`src/plld_consts.vh`:
```
`ifndef PLLD_CONSTS_VH
`define PLLD_CONSTS_VH

`define PLLD_ADDR_CFG 5'h07
`define PLLD_ADDR_STATUS 5'h12
`define PLLD_CFG_RESET 24'h00014D
`define PLLD_CFG_W 24

`define PLLD_THR_LSB 0
`define PLLD_THR_MSB 2
`define PLLD_EN_BIT 3
`define PLLD_WTYPE_BIT 6
`define PLLD_DUR_LSB 7
`define PLLD_DUR_MSB 9
`define PLLD_SPD_LSB 10
`define PLLD_SPD_MSB 11
`define PLLD_STAT_LOCK_BIT 1
`define PLLD_PIN_SEL_LOCK 5'h01

`define PLLD_THR_0 17'h00005
`define PLLD_THR_1 17'h00020
`define PLLD_THR_2 17'h00060
`define PLLD_THR_3 17'h00100
`define PLLD_THR_4 17'h00200
`define PLLD_THR_5 17'h00800
`define PLLD_THR_6 17'h02000
`define PLLD_THR_7 17'h0FFFF

`define PLLD_CLK_PERIOD_NS 50
`define PLLD_ANALOG_WIN_NS 10
// The 10 ns window is shorter than one system cycle, so it rounds up to one
`define PLLD_ANALOG_WIN_CYC 9'h001

`endif

```
`src/plld_sync.v`:
```
`timescale 1ns/1ps
module plld_sync (
	// Clock and reset
	input wire clk,
	input wire reset,
	// Asynchronous levels in, synchronised levels out
	input wire [1:0] async_in,
	output reg [1:0] sync_out
);
	reg [1:0] stage1;

	// First stage feeds only the second stage
	always @(posedge clk) begin
		if (reset) begin
			stage1 <= 2'h0;
			sync_out <= 2'h0;
		end else begin
			stage1 <= async_in;
			sync_out <= stage1;
		end
	end
endmodule

```
`src/plld_timer.v`:
```
`timescale 1ns/1ps
module plld_timer (
	// Clock and reset
	input wire clk,
	input wire reset,
	// Control
	input wire run,
	input wire [1:0] speed,
	// Half-cycle tick and the visible timer clock
	output reg tick,
	output reg ring
);
	reg [1:0] div_cnt;

	// Each half cycle of the timer clock lasts speed+1 system cycles
	always @(posedge clk) begin
		if (reset || !run) begin
			div_cnt <= 2'h0;
			tick <= 1'b0;
			ring <= 1'b0;
		end else if (div_cnt == speed) begin
			div_cnt <= 2'h0;
			tick <= 1'b1;
			ring <= ~ring;
		end else begin
			div_cnt <= div_cnt + 2'h1;
			tick <= 1'b0;
		end
	end
endmodule

```
`src/plld_lock_detect.v`:
```
`timescale 1ns/1ps
`include "plld_consts.vh"
module plld_lock_detect (
	// Clock and reset
	input wire clk,
	input wire reset,
	// Phase comparator edges, asynchronous
	input wire ref_edge_in,
	input wire div_edge_in,
	// Register access from the serial port
	input wire reg_wr,
	input wire reg_rd,
	input wire [4:0] reg_addr,
	input wire [23:0] reg_wdata,
	output reg [23:0] reg_rdata,
	// Serial read state and read data bit
	input wire serial_read_active,
	input wire serial_data_bit,
	// Pin control bits held elsewhere
	input wire [4:0] pin_select,
	input wire pin_share,
	input wire pad_en,
	input wire test_out_sel,
	// Shared pin, active low enable
	output reg lock_or_serial_out_pin,
	output reg lock_or_serial_out_pin_oe_n,
	// Test output and lock state
	output reg test_out_pin,
	output reg locked
);
	localparam ST_IDLE = 3'h0;
	localparam ST_WAIT_DIV = 3'h1;
	localparam ST_WAIT_REF = 3'h2;
	localparam ST_LATE_DIV = 3'h3;
	localparam ST_LATE_REF = 3'h4;
	localparam [8:0] ANALOG_CYC = `PLLD_ANALOG_WIN_CYC;

	function [16:0] plld_threshold;
		input [2:0] code;
		begin
			case (code)
			3'h0: plld_threshold = `PLLD_THR_0;
			3'h1: plld_threshold = `PLLD_THR_1;
			3'h2: plld_threshold = `PLLD_THR_2;
			3'h3: plld_threshold = `PLLD_THR_3;
			3'h4: plld_threshold = `PLLD_THR_4;
			3'h5: plld_threshold = `PLLD_THR_5;
			3'h6: plld_threshold = `PLLD_THR_6;
			default: plld_threshold = `PLLD_THR_7;
			endcase
		end
	endfunction

	reg [23:0] cfg;
	reg [1:0] edges_q;
	reg [2:0] state;
	reg [2:0] next_state;
	reg [8:0] elapsed;
	reg [8:0] next_elapsed;
	reg [16:0] pass_cnt;
	reg [16:0] next_pass_cnt;
	reg next_locked;
	reg pass;
	reg fail;
	wire [1:0] edges_s;
	wire tick;
	wire ring;
	wire enable = cfg[`PLLD_EN_BIT];
	wire digital = cfg[`PLLD_WTYPE_BIT];
	wire [2:0] dur = cfg[`PLLD_DUR_MSB:`PLLD_DUR_LSB];
	wire [16:0] thr = plld_threshold(cfg[`PLLD_THR_MSB:`PLLD_THR_LSB]);
	wire ref_rise = edges_s[0] & ~edges_q[0];
	wire div_rise = edges_s[1] & ~edges_q[1];
	// Digital limit in half timer cycles: code 0 is one half cycle
	wire [8:0] limit = digital ? (9'h001 << dur) : ANALOG_CYC;
	// Analog window counts system cycles, digital counts timer half cycles
	wire unit = digital ? tick : 1'b1;
	wire in_win = elapsed < limit;

	plld_sync u_sync (
		.clk(clk),
		.reset(reset),
		.async_in({div_edge_in, ref_edge_in}),
		.sync_out(edges_s)
	);

	plld_timer u_timer (
		.clk(clk),
		.reset(reset),
		.run(enable),
		.speed(cfg[`PLLD_SPD_MSB:`PLLD_SPD_LSB]),
		.tick(tick),
		.ring(ring)
	);

	// Register writes and reads
	always @(posedge clk) begin
		if (reset) begin
			cfg <= `PLLD_CFG_RESET;
			reg_rdata <= 24'h000000;
		end else begin
			if (reg_wr && reg_addr == `PLLD_ADDR_CFG)
				cfg <= reg_wdata;
			if (reg_rd) begin
				if (reg_addr == `PLLD_ADDR_CFG) begin
					reg_rdata <= cfg;
				end else if (reg_addr == `PLLD_ADDR_STATUS) begin
					reg_rdata <= {22'h000000, locked, 1'b0};
				end else begin
					reg_rdata <= 24'h000000;
				end
			end
		end
	end

	// Pairing of reference and divided edges
	always @* begin
		next_state = state;
		next_elapsed = elapsed;
		pass = 1'b0;
		fail = 1'b0;
		if (elapsed != 9'h1FF && unit)
			next_elapsed = elapsed + 9'h001;
		case (state)
		ST_IDLE: begin
			next_elapsed = 9'h000;
			if (ref_rise && div_rise) begin
				pass = 1'b1;
			end else if (ref_rise) begin
				next_state = ST_WAIT_DIV;
			end else if (div_rise) begin
				next_state = ST_WAIT_REF;
			end
		end
		ST_WAIT_DIV, ST_WAIT_REF: begin
			if ((state == ST_WAIT_DIV && div_rise) ||
				(state == ST_WAIT_REF && ref_rise)) begin
				pass = in_win;
				fail = ~in_win;
				next_state = ST_IDLE;
			end else if (!in_win) begin
				// Late edge still owed; waiting keeps the pairing aligned
				fail = 1'b1;
				next_state = (state == ST_WAIT_DIV) ? ST_LATE_DIV :
					ST_LATE_REF;
			end
		end
		ST_LATE_DIV: begin
			if (div_rise)
				next_state = ST_IDLE;
		end
		ST_LATE_REF: begin
			if (ref_rise)
				next_state = ST_IDLE;
		end
		default: begin
			next_state = ST_IDLE;
		end
		endcase
	end

	// Consecutive pass counting
	always @* begin
		next_pass_cnt = pass_cnt;
		next_locked = locked;
		if (fail) begin
			next_pass_cnt = 17'h00000;
			next_locked = 1'b0;
		end else if (pass && pass_cnt < thr) begin
			next_pass_cnt = pass_cnt + 17'h00001;
			next_locked = (pass_cnt + 17'h00001) >= thr;
		end else if (pass) begin
			next_locked = 1'b1;
		end
	end

	always @(posedge clk) begin
		if (reset) begin
			edges_q <= 2'h0;
			state <= ST_IDLE;
			elapsed <= 9'h000;
			pass_cnt <= 17'h00000;
			locked <= 1'b0;
		end else if (!enable) begin
			edges_q <= edges_s;
			state <= ST_IDLE;
			elapsed <= 9'h000;
			pass_cnt <= 17'h00000;
			locked <= 1'b0;
		end else begin
			edges_q <= edges_s;
			state <= next_state;
			elapsed <= next_elapsed;
			pass_cnt <= next_pass_cnt;
			// A new threshold takes effect at the next comparison
			locked <= next_locked;
		end
	end

	// Shared pin and test pin
	always @(posedge clk) begin
		if (reset) begin
			lock_or_serial_out_pin <= 1'b0;
			lock_or_serial_out_pin_oe_n <= 1'b1;
			test_out_pin <= 1'b0;
		end else begin
			lock_or_serial_out_pin_oe_n <= ~pad_en;
			if (serial_read_active && !pin_share) begin
				lock_or_serial_out_pin <= serial_data_bit;
			end else if (pin_select == `PLLD_PIN_SEL_LOCK) begin
				lock_or_serial_out_pin <= locked;
			end else begin
				lock_or_serial_out_pin <= 1'b0;
			end
			test_out_pin <= test_out_sel & ring;
		end
	end
endmodule

```
`config.mk`:
```
export PLATFORM = sky130hd
export DESIGN_NAME = plld_lock_detect
export DESIGN_NICKNAME = d
export VERILOG_FILES = /design/src/plld_sync.v /design/src/plld_timer.v /design/src/plld_lock_detect.v
export VERILOG_INCLUDE_DIRS = /design/src /design/src/src
export SDC_FILE = /design/constraint.sdc
export NUM_CORES = 1
export LEC_CHECK = 0
export BUFFER_PORTS_ARGS = -buffer_cell sky130_fd_sc_hd__buf_2
export CORE_AREA = 2 2 103 105
export CTS_BUF_LIST = sky130_fd_sc_hd__clkbuf_16
export CTS_CLUSTER_SIZE = 16
export DETAILED_ROUTE_END_ITERATION = 6
export DIE_AREA = 0 0 105 107
export PLACE_DENSITY = 0.7
export SLEW_MARGIN = 30
export SYNTH_ARGS = -nofsm -noshare
export SYNTH_HDL_FRONTEND = slang
export SYNTH_SLANG_ARGS = --single-unit
```
`constraint.sdc`:
```
create_clock -name clk -period 8.27 [get_ports clk]
set_clock_uncertainty 0.15 [all_clocks]
set_input_delay 0.827 -clock clk [delete_from_list [all_inputs] [get_ports clk]]
set_output_delay 0.827 -clock clk [all_outputs]
set_load 0.05 [all_outputs]
```
==> results.txt <==
Top Ports -> 73
Fin. Hold Viols -> 0
top-count cell post-synth -> dfxtp_1
vias per inst -> 5.62
drt wl/cell -> 14.7 um
fin crit period -> 3.89 ns
std cell rows -> 37
PwrDens -> 164 nW/um^2
top_reg_cell synth -> dfxtp_1
WL final -> 11.4 mm
setup_tns -> 0 ns
DR vias -> 4367
Final Util -> 55.5%
Post-Layout Cell Count -> 777
Syn Inst Count -> 585
Hold Path Class -> flip-flop to flip-flop
Area Overhead vs Synth -> 13.6%
chip height -> 107 um
core area -> 10100 um^2
critical path launch point type -> flip-flop
Hold Startpoint -> u_sync.stage1[1]
total power -> 0.000917 W
total grt overflow -> 0
dpl hpwl -> 7.94 mm
CTS H-tree lvls -> 3
Slew headroom -> 36.8%
worst-path fanout max -> 26
Max-cap violations -> 0
asr flop ratio synth -> 0%
Post-Syn Nets -> 670
CTS tree -> built
r2r startpoint -> cfg[1]
DRC Markers -> 0
Pins Over Slew Limit -> 0
post-cts resize count -> 0
cts hold-fix bufs -> 0
die width -> 105 um
Pleak -> 2.25 nW
Mapped Area -> 4930 um^2
Commonest cells post-synth -> dfxtp_1, a21oi_1, nand2_1
Initial Util -> 48.8%
clock-pin slew on the worst setup and hold paths -> 0.07 ns
Antenna diodes -> 0
worst skew pair latency -> 0.33 ns
Synth warnings -> 0
share of cells above drive strength 1 -> 15.4%
Post-Syn Area per Cell -> 8.43 um^2
Crit Path Class -> flip-flop to flip-flop
Seq/Total Area, Yosys -> 37.0%
antenna viol nets, final -> 0
Final #Nets -> 721
Yosys reg bits -> 91
status -> complete, no violations
TritonRoute pass-1 iters -> 4
CP endpoint kind -> flip-flop
CTS Sinks -> 91
post-CTS setup buffer count -> 0
CTS root buf -> clkbuf_16
EDFF count, synth -> 0
Inst Count DP -> 761
setup ws final -> 4.38 ns
TritonCTS buffer count -> 9
routability cong. -> 0.881
worst path arrival time -> 3.99 ns
Starting DRT DRC Count -> 212
Slew @ Worst Pin -> 0.946 ns
Fmax -> 257 MHz
vias in the first global route -> 4199
Max clock buf depth -> 2
die footprint -> 11200 um^2
dpl ws -> 4.46 ns
Max rail drop VDD -> 0.115 mV
setup violators final -> 0
GRT Util Overall -> 20.8%
period utilization -> 47.0%
Netlist cell types -> 54
fillers -> 947
largest net degree at the start of global routing -> 60
worst path required time -> 8.38 ns
Critical Path Start -> cfg[1]
first-pass GRT wire length -> 19.4 mm
number of I/O port buffers -> 72
dominant cell type by area after synthesis -> dfxtp_1
initial antenna violation count -> 0
post-synth top area share -> 37.0%
RSZ-0062 raised after global routing -> no
Area contributors post-synth -> dfxtp_1, ha_1, a21oi_1, nand2_1, nand3_1
## worst max-delay path: stages, from the launching register on
cell	delay [ns]
dfxtp_1	0.52
nand3_1	0.62
ha_1	0.57
a21o_1	0.19
a211o_1	0.29
a221oi_2	0.22
o211ai_2	0.44
or4_1	0.63
a21oi_1	0.15
## layout make-up
type / instances / area, um^2 / area share [%]
clock inverter: 7 / 72.6 / 1.30
inverter: 11 / 41.3 / 0.738
timing repair buffer: 74 / 378 / 6.75
sequential: 91 / 1820 / 32.5
clock buffer: 9 / 225 / 4.02
tap: 136 / 170 / 3.04
multi-input combinational: 449 / 2890 / 51.6
## where the power goes
part	total [W]	switching, W	leakage [nW]	internal (W)
Sequential	0.000448	0.00000451	0.736	0.000443
Clock	0.000415	0.000179	0.144	0.000236
Combinational	0.0000535	0.0000322	1.37	0.0000212
Total	0.000917	0.000216	2.25	0.000701
## per-stage QoR
| stage | instance area (um^2) | hold WS, ns |
|---|---|---|
| 6_report | 5600 | 0.291 |
| 5_1_grt | 5600 | 0.313 |
| 4_1_cts | 5600 | 0.297 |
| 3_5_place_dp | 5300 | 0.282 |
| 3_3_place_gp | 5300 | 0.266 |
| 2_1_floorplan | 4930 | 0.264 |
## registers in the layout, summed over array words and instances (netlist names), 2 cells and up
register and cells:
u_timer.div_cnt 2, state 3, u_sync.sync_out 2, cfg 24
elapsed 9, reg_rdata 24, pass_cnt 17, u_sync.stage1 2
edges_q 2
## cell families (layout without fill, tap and decap cells)
family / Yosys count / in the layout / share of synthesized area (%)
and+or+nand+nor: 247 / 247 / 26.3
AOI/OAI and AO/OA: 128 / 128 / 15.8
DFF: 91 / 91 / 37.0
buffers and inverters: 45 / 101 / 4.54
adders and majority gates: 41 / 41 / 10.4
xor gates and xnor gates: 27 / 27 / 4.80
muxes: 6 / 6 / 1.22
## cell usage in the layout, fill, tap and decap left out, drive strengths merged, types with 3 or more instances in the layout
master,n
a21o,8
a21oi,76
a221oi,3
a31oi,3
buf,74
clkbuf,9
dfxtp,91
ha,40
inv,14
mux2i,6
nand2,74
nand2b,29
nand3,46
nand3b,8
nand4,11
nor2,23
nor2b,14
nor3,8
nor4,6
o21a,3
o21ai,12
o31ai,11
or3,4
or4,12
xnor2,19
xor2,8
## worst paths after layout
check,to,slack [ns],cells after the start
worst max-delay path,pass_cnt[16],4.38,8
worst min-delay path,u_sync.sync_out[1],0.29,1
worst max register to register,pass_cnt[16],4.38,8
worst min register to register,u_sync.sync_out[1],0.29,1
## per-layer routing
layer	part of all wire [%]	up-vias	GRT usage [%]	wire length, um
met5	0	-	0	0
li1	-	2185	-	-
met1	45	2076	26.5	5160
met4	1.1	0	6.19	126
met2	48	96	34.9	5500
met3	5.6	10	5.05	643
Power figures use the tool's default switching activity.
